[src/hw/mttc_cfg.svh]
`ifndef MTTC_CFG_SVH
`define MTTC_CFG_SVH

// ==========================================================================
// Clock and comparison rate
// ==========================================================================
`define MTTC_CLK_HZ 100000000
`define MTTC_CMP_RATE_HZ 50
`define MTTC_TICK_CYCLES (`MTTC_CLK_HZ / `MTTC_CMP_RATE_HZ)

// ==========================================================================
// Widths
// ==========================================================================
`define MTTC_ADDR_W 8
`define MTTC_DATA_W 32
`define MTTC_WT_W 24
`define MTTC_AR_W 26
`define MTTC_PIN_N 4

// ==========================================================================
// Register offsets
// ==========================================================================
`define MTTC_OFS_CTRL 8'h00
`define MTTC_OFS_TARGET 8'h04
`define MTTC_OFS_SPILL 8'h08
`define MTTC_OFS_FINE 8'h0C
`define MTTC_OFS_CMD 8'h10
`define MTTC_OFS_STATUS 8'h14
`define MTTC_OFS_WEIGHT 8'h18

// ==========================================================================
// Field positions
// ==========================================================================
`define MTTC_CTRL_LATCHED 0
`define MTTC_CTRL_USE_NET 1
`define MTTC_CTRL_TWO_SPEED 2
`define MTTC_CTRL_INDEP 3
`define MTTC_CTRL_WEIGH_OUT 4
`define MTTC_CTRL_W 5
`define MTTC_CMD_START 0
`define MTTC_CMD_PAUSE 1
`define MTTC_CMD_RESUME 2
`define MTTC_CMD_ABORT 3

// ==========================================================================
// Reset values
// ==========================================================================
`define MTTC_CTRL_RST 5'h0
`define MTTC_WT_RST 24'h000000

`endif

[src/hw/mttc_pkg.sv]
package mttc_pkg;

  // ==========================================================================
  // Feeder sequence states
  // ==========================================================================
  typedef enum logic [2:0] {
    MTTC_IDLE = 3'b000,
    MTTC_RAPID = 3'b001,
    MTTC_SLOW = 3'b010,
    MTTC_PAUSED = 3'b011,
    MTTC_DONE = 3'b100
  } mttc_state_type;

endpackage

[src/hw/mttc_ctrl.sv]
`timescale 1ns/10ps
`include "mttc_cfg.svh"


module mttc_ctrl import mttc_pkg::*; #(
  parameter int unsigned TICK_CYCLES = `MTTC_TICK_CYCLES
) (
  input wire logic ref_clk,
  input wire logic reset_n,
  input wire logic [`MTTC_ADDR_W-1:0] reg_addr,
  input wire logic [`MTTC_DATA_W-1:0] reg_wdata,
  input wire logic reg_wr,
  input wire logic reg_rd,
  output logic [`MTTC_DATA_W-1:0] reg_rdata,
  input wire logic signed [`MTTC_WT_W-1:0] gross_weight,
  input wire logic signed [`MTTC_WT_W-1:0] net_weight,
  input wire logic start_pin,
  input wire logic pause_pin,
  input wire logic resume_pin,
  input wire logic abort_pin,
  output logic feed_out,
  output logic fast_feed_out,
  output logic running_out
);

  // ==========================================================================
  // Helpers
  // ==========================================================================
  function automatic logic signed [`MTTC_AR_W-1:0] mttc_ext(input logic signed [`MTTC_WT_W-1:0] v);
    return {{(`MTTC_AR_W - `MTTC_WT_W){v[`MTTC_WT_W-1]}}, v};
  endfunction

  function automatic logic mttc_hit(input logic [`MTTC_ADDR_W-1:0] a, input logic [`MTTC_ADDR_W-1:0] ofs);
    return a == ofs;
  endfunction

  // ==========================================================================
  // Declarations
  // ==========================================================================
  logic [`MTTC_CTRL_W-1:0] ctrl_reg;
  logic signed [`MTTC_WT_W-1:0] target_reg;
  logic signed [`MTTC_WT_W-1:0] spill_reg;
  logic signed [`MTTC_WT_W-1:0] fine_reg;
  logic signed [`MTTC_WT_W-1:0] target_act_reg;
  logic signed [`MTTC_WT_W-1:0] spill_act_reg;
  logic signed [`MTTC_WT_W-1:0] fine_act_reg;
  logic signed [`MTTC_WT_W-1:0] base_reg;
  logic signed [`MTTC_AR_W-1:0] sample_reg;
  logic eval_reg;
  logic [`MTTC_PIN_N-1:0] pin_meta_reg;
  logic [`MTTC_PIN_N-1:0] pin_sync_reg;
  logic [`MTTC_PIN_N-1:0] pin_last_reg;
  logic [`MTTC_PIN_N-1:0] pin_raw;
  logic [`MTTC_PIN_N-1:0] pin_rise;
  mttc_state_type state_reg;
  mttc_state_type state_next;
  mttc_state_type resume_reg;
  logic feed_reg;
  logic feed_next;
  logic fast_reg;
  logic fast_next;
  logic running_reg;
  logic [`MTTC_DATA_W-1:0] rdata_reg;
  logic [`MTTC_DATA_W-1:0] rdata_next;
  logic tick;

  wire mode_latched = ctrl_reg[`MTTC_CTRL_LATCHED];
  wire use_net = ctrl_reg[`MTTC_CTRL_USE_NET];
  wire two_speed = ctrl_reg[`MTTC_CTRL_TWO_SPEED];
  wire independent = ctrl_reg[`MTTC_CTRL_INDEP];
  wire weigh_out = ctrl_reg[`MTTC_CTRL_WEIGH_OUT];
  wire signed [`MTTC_WT_W-1:0] sel_weight = use_net ? net_weight : gross_weight;

  // ==========================================================================
  // Comparison rate
  // ==========================================================================
  mttc_tick #(
    .PERIOD(TICK_CYCLES)
  ) u_tick (
    .ref_clk(ref_clk),
    .reset_n(reset_n),
    .tick(tick)
  );

  // ==========================================================================
  // Discrete control inputs
  // ==========================================================================
  // Pins are asynchronous, so each passes two flops before the edge detector.
  assign pin_raw = {abort_pin, resume_pin, pause_pin, start_pin};
  assign pin_rise = pin_sync_reg & ~pin_last_reg;

  genvar gi;
  generate
    for (gi = 0; gi < `MTTC_PIN_N; gi = gi + 1) begin : g_pin
      always_ff @(posedge ref_clk or negedge reset_n) begin
        if (!reset_n) begin
          pin_meta_reg[gi] <= 1'b0;
          pin_sync_reg[gi] <= 1'b0;
          pin_last_reg[gi] <= 1'b0;
        end else begin
          pin_meta_reg[gi] <= pin_raw[gi];
          pin_sync_reg[gi] <= pin_meta_reg[gi];
          pin_last_reg[gi] <= pin_sync_reg[gi];
        end
      end
    end
  endgenerate

  // ==========================================================================
  // Register writes and commands
  // ==========================================================================
  wire wr_ctrl = reg_wr && mttc_hit(reg_addr, `MTTC_OFS_CTRL);
  wire wr_target = reg_wr && mttc_hit(reg_addr, `MTTC_OFS_TARGET);
  wire wr_spill = reg_wr && mttc_hit(reg_addr, `MTTC_OFS_SPILL);
  wire wr_fine = reg_wr && mttc_hit(reg_addr, `MTTC_OFS_FINE);
  wire wr_cmd = reg_wr && mttc_hit(reg_addr, `MTTC_OFS_CMD);

  wire start_req = (wr_cmd && reg_wdata[`MTTC_CMD_START]) || pin_rise[`MTTC_CMD_START];
  wire pause_req = (wr_cmd && reg_wdata[`MTTC_CMD_PAUSE]) || pin_rise[`MTTC_CMD_PAUSE];
  wire resume_req = (wr_cmd && reg_wdata[`MTTC_CMD_RESUME]) || pin_rise[`MTTC_CMD_RESUME];
  wire abort_req = (wr_cmd && reg_wdata[`MTTC_CMD_ABORT]) || pin_rise[`MTTC_CMD_ABORT];

  wire start_ok = mode_latched && start_req && (state_reg == MTTC_IDLE || state_reg == MTTC_DONE);

  always_ff @(posedge ref_clk or negedge reset_n) begin
    if (!reset_n) begin
      ctrl_reg <= `MTTC_CTRL_RST;
      target_reg <= `MTTC_WT_RST;
      spill_reg <= `MTTC_WT_RST;
      fine_reg <= `MTTC_WT_RST;
    end else begin
      if (wr_ctrl) ctrl_reg <= reg_wdata[`MTTC_CTRL_W-1:0];
      if (wr_target) target_reg <= reg_wdata[`MTTC_WT_W-1:0];
      if (wr_spill) spill_reg <= reg_wdata[`MTTC_WT_W-1:0];
      if (wr_fine) fine_reg <= reg_wdata[`MTTC_WT_W-1:0];
    end
  end

  // Targets are copied only on start, so edits during a run or a pause
  // take effect at the next start and never disturb a resumed fill.
  always_ff @(posedge ref_clk or negedge reset_n) begin
    if (!reset_n) begin
      target_act_reg <= `MTTC_WT_RST;
      spill_act_reg <= `MTTC_WT_RST;
      fine_act_reg <= `MTTC_WT_RST;
      base_reg <= `MTTC_WT_RST;
    end else if (start_ok) begin
      target_act_reg <= target_reg;
      spill_act_reg <= spill_reg;
      fine_act_reg <= fine_reg;
      base_reg <= sel_weight;
    end
  end

  // ==========================================================================
  // Weight sampling and thresholds
  // ==========================================================================
  // A weigh-out measures material removed since start, so it rises like a fill.
  wire signed [`MTTC_AR_W-1:0] moved = weigh_out ? mttc_ext(base_reg) - mttc_ext(sel_weight)
                                                : mttc_ext(sel_weight);
  wire signed [`MTTC_WT_W-1:0] cur_target = mode_latched ? target_act_reg : target_reg;
  wire signed [`MTTC_WT_W-1:0] cur_spill = mode_latched ? spill_act_reg : spill_reg;
  wire signed [`MTTC_WT_W-1:0] cur_fine = mode_latched ? fine_act_reg : fine_reg;
  wire signed [`MTTC_AR_W-1:0] cut_final = mttc_ext(cur_target) - mttc_ext(cur_spill);
  wire signed [`MTTC_AR_W-1:0] cut_fast = cut_final - mttc_ext(cur_fine);
  wire below_final = sample_reg < cut_final;
  wire above_final = sample_reg > cut_final;
  wire below_fast = sample_reg < cut_fast;

  always_ff @(posedge ref_clk or negedge reset_n) begin
    if (!reset_n) begin
      sample_reg <= 26'h0;
      eval_reg <= 1'b0;
    end else begin
      if (tick) sample_reg <= moved;
      eval_reg <= tick;
    end
  end

  // ==========================================================================
  // Feeder sequence
  // ==========================================================================
  always_comb begin
    state_next = state_reg;
    case (state_reg)
      MTTC_IDLE, MTTC_DONE: begin
        if (start_ok) begin
          state_next = two_speed ? MTTC_RAPID : MTTC_SLOW;
        end
      end
      MTTC_RAPID: begin
        if (pause_req) begin
          state_next = MTTC_PAUSED;
        end else if (eval_reg && !below_final) begin
          state_next = MTTC_DONE;
        end else if (eval_reg && !below_fast) begin
          state_next = MTTC_SLOW;
        end
      end
      MTTC_SLOW: begin
        if (pause_req) begin
          state_next = MTTC_PAUSED;
        end else if (eval_reg && !below_final) begin
          state_next = MTTC_DONE;
        end
      end
      MTTC_PAUSED: begin
        if (abort_req) begin
          state_next = MTTC_IDLE;
        end else if (resume_req) begin
          state_next = resume_reg;
        end
      end
      default: begin
        state_next = MTTC_IDLE;
      end
    endcase
    if (!mode_latched) begin
      state_next = MTTC_IDLE;
    end
  end

  always_ff @(posedge ref_clk or negedge reset_n) begin
    if (!reset_n) begin
      state_reg <= MTTC_IDLE;
      resume_reg <= MTTC_SLOW;
    end else begin
      state_reg <= state_next;
      if (state_next == MTTC_PAUSED && state_reg != MTTC_PAUSED) resume_reg <= state_reg;
    end
  end

  // ==========================================================================
  // Feed outputs
  // ==========================================================================
  // The coincidence feed output holds its level on an exact match (fast feed drops), so the feeder
  // does not chatter when the weight sits right on the final cutoff.
  logic coin_fast;
  logic coin_feed;

  always_comb begin
    coin_fast = fast_reg;
    coin_feed = feed_reg;
    if (eval_reg) begin
      coin_fast = two_speed && below_fast;
      if (below_final) begin
        coin_feed = 1'b1;
      end else if (above_final) begin
        coin_feed = 1'b0;
      end
      if (two_speed && independent && coin_fast) begin
        coin_feed = 1'b0;
      end
    end
  end

  always_comb begin
    if (!mode_latched) begin
      fast_next = coin_fast;
      feed_next = coin_feed;
    end else begin
      case (state_next)
        MTTC_RAPID: begin
          fast_next = 1'b1;
          feed_next = !independent;
        end
        MTTC_SLOW: begin
          fast_next = 1'b0;
          feed_next = 1'b1;
        end
        default: begin
          fast_next = 1'b0;
          feed_next = 1'b0;
        end
      endcase
    end
  end

  always_ff @(posedge ref_clk or negedge reset_n) begin
    if (!reset_n) begin
      feed_reg <= 1'b0;
      fast_reg <= 1'b0;
      running_reg <= 1'b0;
    end else begin
      feed_reg <= feed_next;
      fast_reg <= fast_next && two_speed;
      running_reg <= (state_next == MTTC_RAPID) || (state_next == MTTC_SLOW);
    end
  end

  assign feed_out = feed_reg;
  assign fast_feed_out = fast_reg;
  assign running_out = running_reg;

  // ==========================================================================
  // Register reads
  // ==========================================================================
  always_comb begin
    rdata_next = 32'h00000000;
    if (!reg_rd) begin
      rdata_next = 32'h00000000;
    end else if (mttc_hit(reg_addr, `MTTC_OFS_CTRL)) begin
      rdata_next = {27'h0, ctrl_reg};
    end else if (mttc_hit(reg_addr, `MTTC_OFS_TARGET)) begin
      rdata_next = {8'h00, target_reg};
    end else if (mttc_hit(reg_addr, `MTTC_OFS_SPILL)) begin
      rdata_next = {8'h00, spill_reg};
    end else if (mttc_hit(reg_addr, `MTTC_OFS_FINE)) begin
      rdata_next = {8'h00, fine_reg};
    end else if (mttc_hit(reg_addr, `MTTC_OFS_STATUS)) begin
      rdata_next = {25'h0, above_final, fast_reg, feed_reg, 1'b0, state_reg};
    end else if (mttc_hit(reg_addr, `MTTC_OFS_WEIGHT)) begin
      rdata_next = {{6{sample_reg[`MTTC_AR_W-1]}}, sample_reg};
    end
  end

  always_ff @(posedge ref_clk or negedge reset_n) begin
    if (!reset_n) begin
      rdata_reg <= 32'h00000000;
    end else begin
      rdata_reg <= rdata_next;
    end
  end

  assign reg_rdata = rdata_reg;

endmodule

[src/hw/mttc_tick.sv]
`timescale 1ns/10ps

module mttc_tick #(
  parameter int unsigned PERIOD = 2000000
) (
  input wire logic ref_clk,
  input wire logic reset_n,
  output logic tick
);

  // ==========================================================================
  // Free running divider
  // ==========================================================================
  logic [31:0] count_reg;
  logic tick_reg;
  logic wrap;

  assign wrap = (count_reg == 32'(PERIOD - 1));
  assign tick = tick_reg;

  always_ff @(posedge ref_clk or negedge reset_n) begin
    if (!reset_n) begin
      count_reg <= 32'h00000000;
      tick_reg <= 1'b0;
    end else begin
      count_reg <= wrap ? 32'h00000000 : count_reg + 32'h00000001;
      tick_reg <= wrap;
    end
  end

endmodule

[config.mk]
export PLATFORM = sky130hd
export DESIGN_NAME = mttc_ctrl
export DESIGN_NICKNAME = d
export VERILOG_FILES = /design/src/hw/mttc_pkg.sv /design/src/hw/mttc_ctrl.sv /design/src/hw/mttc_tick.sv
export VERILOG_INCLUDE_DIRS = /design/src /design/src/hw
export SDC_FILE = /design/constraint.sdc
export NUM_CORES = 1
export LEC_CHECK = 0
export ABC_AREA = 1
export BUFFER_PORTS_ARGS = -buffer_cell sky130_fd_sc_hd__buf_4
export CORE_MARGIN = 4
export CORE_UTILIZATION = 40
export DETAILED_ROUTE_END_ITERATION = 10
export GPL_ROUTABILITY_DRIVEN = 0
export PLACE_DENSITY = 0.67
export SETUP_SLACK_MARGIN = 0.3
export SLEW_MARGIN = 20
export SYNTH_ARGS = -nofsm -noshare
export SYNTH_HDL_FRONTEND = slang
export SYNTH_HIERARCHICAL = 1
export SYNTH_SLANG_ARGS = --single-unit
[constraint.sdc]
create_clock -name ref_clk -period 7.2 [get_ports ref_clk]
set_input_delay 0.72 -clock ref_clk [delete_from_list [all_inputs] [get_ports ref_clk]]
set_output_delay 0.72 -clock ref_clk [all_outputs]
set_load 0.005 [all_outputs]
## After elaboration in Yosys (flattened, before gate mapping)

Cells that the tools add are included.

| storage, ports and cells | value |
|---|---|
| logic and storage cells | 120 |
| input bits | 96 |
| flip-flop bits (word level) | 286 |
| bits in read-only memories | 0 |
| bits in latches | 0 |
| output and inout bits | 35 |
| bits in writable memories | 0 |
| memories kept | 0 |

| cells by class | value |
|---|---|
| bitwise logic cells | 2 |
| add/sub/neg operators | 4 |
| equal/unequal tests | 15 |
| magnitude comparators | 3 |
| shifts and indexed selects | 0 |
| multiplexer cells | 33 |
| div/mod/pow operators | 0 |
| multiply operators | 0 |
| reduce and logical (&&, ||, !) cells | 33 |

Operators by type and width:

| operator | count |
|---|---|
| $mux W32 | 8 |
| $mux W24 | 4 |
| $sub A24 B24 Y25 | 2 |
| $add A32 B1 Y32 const B | 1 |
| $eq A32 B21 Y1 const B | 1 |
| $mux W3 | 9 |
| $gt A26 B25 Y1 | 1 |
| $lt A26 B25 Y1 | 1 |
| $lt A26 B26 Y1 | 1 |
| $mux W26 | 1 |
| $sub A25 B24 Y26 | 1 |
| $eq A8 B5 Y1 const B | 3 |
| $logic_and A1 B1 Y1 | 18 |
| $eq A8 B4 Y1 const B | 2 |
| $eq A3 B2 Y1 const B | 4 |
| $pmux W3 S4 | 1 |
| $eq A8 B3 Y1 const B | 1 |
| $logic_not A8 Y1 | 1 |
| $mux W1 | 8 |
| $eq A3 B1 Y1 const B | 2 |
| $logic_or A1 B1 Y1 | 6 |
| $and A4 B4 Y4 | 1 |
| $not A4 Y4 | 1 |
| $reduce_bool A4 Y1 | 1 |
| other kinds (9) | 11 |

## Logic depth before layout (Yosys ltp)

Gate-level depths: netlist (run 1).

| depth | value |
|---|---|
| depth in word-level cells | 15 |
| gate-level depth with buffers | 51 |
| gate-level depth less buffers | 48 |

## Cells and area by module

Netlist (run 1), hierarchy kept.

Modules (own cells, without submodules):

| module | area each (um^2) | times used | cells an instance |
|---|---|---|---|
| mttc_ctrl | 16054.1 | 1 | 2206 |
| mttc_tick | 2093.3 | 1 | 307 |

## Least setup slack after synthesis (run 1)

No wires, ideal clock.

| path | value |
|---|---|
| path type | flip-flop to flip-flop |
| start point | reg ctrl_reg[0] |
| end point | reg resume_reg[2] |
| arrival time | 6.207 ns |
| path buffers | 4 |
| slack | 0.874 ns |
| setup time | 0.119 ns |
| stages on the path, launching flop included | 47 |
| path through | dfrtp_1 > inv_1 > clkbuf_1 > buf_2 > clkbuf_1 > clkbuf_1 > o21ai_0 > ha_1 > fa_1 > inv_1 > nand3_1 > nand2_2 > nand2_1 > nand2_1 > xor2_1 > ha_1 > a21oi_1 > o221ai_1 > [11 not listed] > nand2_1 > xnor2_1 > ha_1 > nand2_1 > inv_1 > o21ai_0 > o211ai_1 > a21oi_1 > nand3_1 > nand2_1 > o21ai_0 > inv_1 > nand2_1 > nand2_1 > nand2_2 > a21oi_4 > nand4_2 > and2_1 |

| on the way | value |
|---|---|
| longest elaborated chain between the ends | 13 |
| elaborated cells between the ends (all ways) | 23 |
| classes of those cells | add/sub (2); order compare (2); eq/ne (1); mux (11); reduce/logical (7) |

Ends and longest elaborated chain:

| item | RTL line | source |
|---|---|---|
| from (decl) | mttc_ctrl.sv:40 | `` logic [`MTTC_CTRL_W-1:0] ctrl_reg; `` |
| from (signal assigned) | mttc_ctrl.sv:127 | `` ctrl_reg <= `MTTC_CTRL_RST; `` |
| from (signal assigned) | mttc_ctrl.sv:132 | `` if (wr_ctrl) ctrl_reg <= reg_wdata[`MTTC_CTRL_W-1:0]; `` |
| $mux W24, on equally long branches | mttc_ctrl.sv:161, mttc_ctrl.sv:162 |  |
| $sub A24 B24 Y25 | mttc_ctrl.sv:164 | `` wire signed [`MTTC_AR_W-1:0] cut_final = mttc_ext(cur_target) - mttc_ext(cur_spill); `` |
| $sub A25 B24 Y26 | mttc_ctrl.sv:165 | `` wire signed [`MTTC_AR_W-1:0] cut_fast = cut_final - mttc_ext(cur_fine); `` |
| $lt A26 B26 Y1 | mttc_ctrl.sv:168 | `wire below_fast = sample_reg < cut_fast;` |
| $logic_not A1 Y1 | mttc_ctrl.sv:196 | `end else if (eval_reg && !below_fast) begin` |
| $logic_and A1 B1 Y1 | mttc_ctrl.sv:196 |  |
| $mux W3 | mttc_ctrl.sv:196 |  |
| $mux W3 | mttc_ctrl.sv:194 | `end else if (eval_reg && !below_final) begin` |
| $mux W3 | mttc_ctrl.sv:192 | `if (pause_req) begin` |
| $pmux W3 S4 | mttc_ctrl.sv:185 | `case (state_reg)` |
| $mux W3 (*) | mttc_ctrl.sv:218 | `if (!mode_latched) begin` |
| net state_next[0] | mttc_ctrl.sv:56 | `mttc_state_type state_next;` |
| $eq A3 B2 Y1 (*) | mttc_ctrl.sv:229 | `if (state_next == MTTC_PAUSED && state_reg != MTTC_PAUSED) resume_reg <= state_reg;` |
| $logic_and A1 B1 Y1 (*) | mttc_ctrl.sv:229 |  |
| to (signal assigned) | mttc_ctrl.sv:229 |  |
| to (decl) | mttc_ctrl.sv:57 | `mttc_state_type resume_reg;` |

Mark *: on every way through the listed nets, which the timed path passes. The rest lies on a longest branch.
A chain may end at the register's enable or synchronous reset.

## Final worst setup path (run 1)

Same ends and word-level chain as after synthesis.

==> impl_metrics.py, run 1 <==
metrics = {
    "status": {
        "status": "finished clean",
    },
    "final_layout": {
        "diodes": 0,
        "drive_gt1_share_pct": 10.2,
        "largest_reg_flops": 32,
        "fin_nets": 2813,
        "syn_to_final_growth_pct": 15.0,
        "utilization_pct": 46.9,
        "design_area_sq_mm": 0.0209,
    },
    "die": {
        "fp.dieW_microns": 221,
        "fp-row-count": 77,
        "fp.dieH_microns": 221,
        "start_util_pct": 40.8,
        "die_area_sq_mm": 0.0488,
        "core-area_sq_mm": 0.0445,
        "io-pin-count": 131,
    },
    "power": {
        "powerDensity_mw_per_mm2": 267,
        "leakagePower_nw": 10.7,
        "ir_worst_vdd_mv": 0.194,
    },
    "route": {
        "drtIter0Drc": 1305,
        "routed_via_density": 5.21,
        "vias": 16800,
        "post-route-drc-count": 0,
        "drtAntennaViolNets": 0,
        "drt-pass1-iter-count": 5,
        "avgRoutedWirePerCell_microns": 16.2,
        "postRouteWirelength_mm": 52.4,
    },
    "clocking": {
        "clock_sinks": 278,
        "cts_tree": "yes",
        "cts_buffers": 31,
        "hold_buffers": 0,
        "clk_pin_slew_worst_paths_ns": 0.06,
        "clk_latency_ns": 0.59,
        "clockRootBuffer": "clkbuf_16",
        "clk_path_buf_depth": 3,
        "ctsHtreeMaxLevel": 1,
    },
    "global_routing": {
        "grt_pass1_wl_mm": 84.4,
        "grt_pass1_vias": 16500,
        "grtUsageTotal_pct": 20.6,
        "overflow": 0,
        "grt_start_max_net_pins": 150,
        "antenna_found_initial": 0,
    },
    "sta": {
        "tns_ns": 0,
        "max_freq_mhz": 161,
        "worst_pin_slew_ns": 1.16,
        "finClkSkew_ns": 0.0113,
        "rsz0062_at_grt": "false",
        "fin_crit_sh_pct": 86.2,
        "relSlewSlack_pct": 22.0,
        "slew_violations": 0,
        "hold_viol_final": 0,
        "setup-violations-final": 0,
        "fin_ws_ns": 0.994,
        "period_needed_ns": 6.21,
    },
    "synthesis": {
        "synth-edff-count": 0,
        "synthTopCellsByCount": "nand2_1, inv_1, o21ai_0",
        "synth.distinct_cells": 56,
        "synth_area_leaders": "dfrtp_1, nand2_1, o21ai_0, inv_1, ha_1",
        "ys_ff_latch": 278,
        "yosys.area.top_type_share_pct": 38.2,
        "syn_area_per_cell_sq_um": 7.22,
        "synth_nets": 2718,
        "yosysMostFrequentCell": "nand2_1",
        "syn_area_sq_mm": 0.0181,
        "async_flop_share_pct": 100,
        "yosys_warnings": 6,
        "synthFlopType": "dfrtp_1",
        "yosysTopAreaCell": "dfrtp_1",
        "synth_seq_area_share_pct": 38.3,
        "synthCells": 2513,
    },
    "worst_hold_path": {
        "hp-class": "primary input to asynchronous set/reset pin",
    },
    "placement": {
        "dp_hpwl_mm": 39.3,
        "dp_slack_ns": 0.546,
        "place_area_sq_mm": 0.0196,
        "portBuffers": 122,
    },
    "setup_path": {
        "crit_required_ns": 7.68,
        "rr_startpoint": "ctrl_reg[0]",
        "start_kind": "flip-flop",
        "crit_type": "flip-flop to flip-flop",
        "rr_worst_depth": 39,
        "cp.arrival_ns": 6.68,
        "r2r_end": "resume_reg[2]",
        "max_stage_delay_ns": 0.44,
        "critPathSlowestCell": "fa_1",
        "rrSetupSlack_ns": 0.99,
        "endpoint_kind": "flip-flop",
        "crit_fanout": 14,
    },
    "run": {
        "max-cap-violations": 0,
    },
}
-- critical path: cells and delay by family (launching register included) --
family | cells | cell delay [ns]
compound gates | 12 | 1.80
xor+xnor | 2 | 0.49
fa+ha+maj | 3 | 1.02
buf+inv | 6 | 0.54
flops | 1 | 0.41
simple gates | 16 | 1.83
-- cell usage in the layout, fill, tap and decap left out, drive strengths merged, types with 7 or more instances in the layout --
| master | n |
|---|---|
| nor3 | 18 |
| or2 | 7 |
| clkinv | 9 |
| o221ai | 17 |
| clkbuf | 47 |
| o22ai | 12 |
| nand3 | 96 |
| nand4 | 24 |
| nor2 | 157 |
| ha | 106 |
| a21boi | 7 |
| a21oi | 113 |
| nand2 | 734 |
| inv | 378 |
| a211oi | 9 |
| dfrtp | 277 |
| o21ai | 323 |
| buf | 142 |
| o21bai | 14 |
| xor2 | 48 |
| o211ai | 12 |
| xnor2 | 22 |
| a221oi | 11 |
-- layout make-up --
cell class / instances / area, sq um
Fill cell: 4387 / 23600
Multi-Input combinational cell: 1773 / 9520
Sequential cell: 278 / 6960
Inverter: 380 / 1430
Timing Repair Buffer: 144 / 1190
Clock buffer: 45 / 888
Tap cell: 592 / 741
Clock inverter: 11 / 140
-- per-layer routing --
| metal | track usage (%) | vias to the layer above | wire length (microns) |
|---|---|---|---|
| met2 | 35.0 | 480 | 24700 |
| met5 | 0 | - | 0 |
| met3 | 2.92 | 121 | 2870 |
| met1 | 27.0 | 7904 | 22700 |
| li1 | - | 8283 | - |
| met4 | 7.55 | 0 | 2060 |
-- cell families (layout without fill, tap and decap cells) --
logic type | Yosys count | in the layout | synth area share [%]
simple gates | 1051 | 1051 | 24.1
buf+inv | 462 | 580 | 9.73
xor+xnor | 70 | 70 | 3.42
flops | 278 | 278 | 38.3
fa+ha+maj | 109 | 109 | 7.64
compound gates | 538 | 538 | 16.5
mux | 5 | 5 | 0.276
-- through the flow --
stage,power (W),hold WS [ns],std cells
floorplan,0.00334,0.331,2513
finish,0.00556,0.0344,3223
CTS,0.00549,0.219,3214
detailed placement,0.00386,0.338,3158
global route,0.00599,0.0581,3223
global placement,0.00379,0.332,3158
-- how the worst max path moves through the flow --
| stage | startpoint | endpoint |
|---|---|---|
| final | ctrl_reg[0] | resume_reg[2] |
| after global routing | ctrl_reg[0] | fast_feed_out |
| after CTS | ctrl_reg[0] | resume_reg[0] |
| after detailed placement | ctrl_reg[0] | resume_reg[0] |
| after global placement | ctrl_reg[0] | resume_reg[2] |
| after floorplan | ctrl_reg[0] | resume_reg[2] |
-- timing repair --
action	in CTS	in global routing
endpoints found under the setup margin	0	8
buffers inserted	0	6
resized for setup	0	22
-- report_power, final --
part | leakage, nW | internal (W) | total (W) | switching (W)
Clock | 0.506 | 0.000958 | 0.00162 | 0.000658
Combinational | 6.55 | 0.000887 | 0.00228 | 0.00139
Sequential | 3.68 | 0.00162 | 0.00167 | 0.0000463
Total | 10.7 | 0.00347 | 0.00556 | 0.00209
Power figures use the tool's default switching activity.
==> inputs of run 2 (changes only) <==
--- a/config.mk
+++ b/config.mk
@@ -13,6 +13,7 @@
 export DETAILED_ROUTE_END_ITERATION = 10
 export GPL_ROUTABILITY_DRIVEN = 0
 export PLACE_DENSITY = 0.67
+export REMOVE_ABC_BUFFERS = 1
 export SETUP_SLACK_MARGIN = 0.3
 export SLEW_MARGIN = 20
 export SYNTH_ARGS = -nofsm -noshare
==> run 2 against run 1 <==
Effect of this change: via count increased by 0.31%; sequential power about the same; sequential share of layout area increased by 0.076 points; die area unchanged; worst hold slack improved by 0.16 ns; clock-buffer cell count increased by 2; global-route usage increased by 0.12 points; largest cell class unchanged.
==> impl_metrics.py, run 2 (synthesized netlist as in run 1, its figures left out) <==
metrics = {
    "power": {
        "ir_worst_vdd_mv": 0.170,
        "powerDensity_mw_per_mm2": 270,
        "leakagePower_nw": 10.7,
    },
    "route": {
        "drtAntennaViolNets": 0,
        "drt-pass1-iter-count": 5,
        "postRouteWirelength_mm": 52.0,
        "vias": 16800,
        "avgRoutedWirePerCell_microns": 16.1,
        "routed_via_density": 5.22,
        "drtIter0Drc": 1326,
        "post-route-drc-count": 0,
    },
    "sta": {
        "holdWs_ns": 0.198,
        "hold_viol_final": 0,
        "fin_crit_sh_pct": 88.5,
        "slew_violations": 0,
        "period_needed_ns": 6.37,
        "relSlewSlack_pct": 23.3,
        "setup-violations-final": 0,
        "finClkSkew_ns": 0.0292,
        "worst_pin_slew_ns": 1.15,
        "tns_ns": 0,
        "max_freq_mhz": 157,
        "rsz0062_at_grt": "false",
    },
    "setup_path": {
        "crit_required_ns": 7.63,
        "crit_fanout": 29,
        "max_stage_delay_ns": 0.44,
        "rr_worst_depth": 43,
        "critPathSlowestCell": "dfrtp_2",
        "cp-startpoint": "ctrl_reg[0]",
        "r2r_end": "resume_reg[2]",
        "rrSetupSlack_ns": 0.83,
        "rr_startpoint": "ctrl_reg[0]",
        "start_kind": "flip-flop",
        "crit_type": "flip-flop to flip-flop",
        "cp.arrival_ns": 6.81,
        "cpMostUsedCell": "nand2_1",
        "endpoint_kind": "flip-flop",
    },
    "global_routing": {
        "antenna_found_initial": 1,
        "grtUsageTotal_pct": 20.7,
        "grt_pass1_vias": 16000,
        "grt_pass1_wl_mm": 83.4,
        "overflow": 0,
        "grt_start_max_net_pins": 161,
    },
    "die": {
        "fp-row-count": 77,
        "core-area_sq_mm": 0.0445,
        "die_area_sq_mm": 0.0488,
        "fp.dieW_microns": 221,
        "fp.dieH_microns": 221,
        "io-pin-count": 131,
        "start_util_pct": 40.8,
    },
    "final_layout": {
        "layout.cells.most_common": "nand2_1",
        "syn_to_final_growth_pct": 14.7,
        "final_cell_mix": "nand2_1, inv_1, o21ai_0",
        "drive_gt1_share_pct": 10.4,
        "diodes": 0,
        "largest_reg_flops": 32,
        "fin_nets": 2815,
    },
    "status": {
        "status": "finished clean",
    },
    "clocking": {
        "clock_sinks": 278,
        "clk_path_buf_depth": 3,
        "cts_buffers": 35,
        "clk_latency_ns": 0.55,
        "clk_pin_slew_worst_paths_ns": 0.06,
        "ctsHtreeMaxLevel": 2,
        "clockRootBuffer": "clkbuf_16",
        "hold_buffers": 0,
        "cts_tree": "yes",
    },
    "placement": {
        "portBuffers": 122,
        "dp_hpwl_mm": 38.2,
    },
    "worst_hold_path": {
        "hp-class": "primary input to asynchronous set/reset pin",
    },
    "run": {
        "max-cap-violations": 0,
    },
}
## run 2: worst max-delay path by stage
stage                          to  slack [ns]  cells past startpoint
finish              resume_reg[2]        0.83                     43
global route        fast_feed_out        0.21                     45
CTS                 resume_reg[2]        0.51                     42
detailed placement  resume_reg[0]        0.54                     43
global placement    resume_reg[2]        0.73                     42
floorplan           resume_reg[2]       -0.41                     43
## run 2: power by group
| group | leakage [nW] | internal [W] | switching, W | total, W |
|---|---|---|---|---|
| sequential | 3.68 | 0.00162 | 0.0000413 | 0.00166 |
| combinational | 6.49 | 0.000863 | 0.00141 | 0.00227 |
| clock | 0.531 | 0.00100 | 0.000696 | 0.00170 |
## run 2: final cells by class
class / count / area (sq um)
Fill cell: 4405 / 23700
Multi-Input combinational cell: 1773 / 9500
Sequential cell: 278 / 6960
Inverter: 380 / 1430
Timing Repair Buffer: 142 / 1090
Clock buffer: 47 / 991
Tap cell: 592 / 741
Clock inverter: 12 / 106
## run 2: per-layer routing
metal | part of all wire, % | up-vias | track usage (%)
met2 | 46 | 552 | 33.3
met5 | 0 | - | 0
met1 | 43 | 7888 | 27.8
li1 | - | 8292 | -
met3 | 7.0 | 108 | 4.43
met4 | 3.7 | 0 | 7.59
## run 2: critical path, delay by kind of cell, from the launching register on
kind                       cells  cell delay, ns
DFF                            1            0.44
xor gates and xnor gates       2            0.24
and+or+nand+nor               23            2.68
buffers and inverters          5            0.41
adders and majority gates      3            1.01
AOI/OAI and AO/OA             10            1.47
## run 2: through the flow
| stage | cells | util [%] | total power, W | worst slack [ns] | instance area [sq um] |
|---|---|---|---|---|---|
| floorplan | 2431 | - | 0.00333 | -0.409 | 17800 |
| global placement | 3162 | 44.1 | 0.00381 | 0.734 | 19600 |
| detailed placement | 3162 | 44.1 | 0.00388 | 0.543 | 19600 |
| CTS | 3221 | 46.6 | 0.00561 | 0.512 | 20700 |
| global route | 3224 | 46.8 | 0.00607 | 0.207 | 20800 |
| finish | 3224 | 46.8 | 0.00563 | 0.828 | 20800 |
## run 2: repair_timing
action / in CTS / in global routing
gates resized for setup: 0 / 16
setup endpoints to repair: 0 / 8
setup buffers: 0 / 3
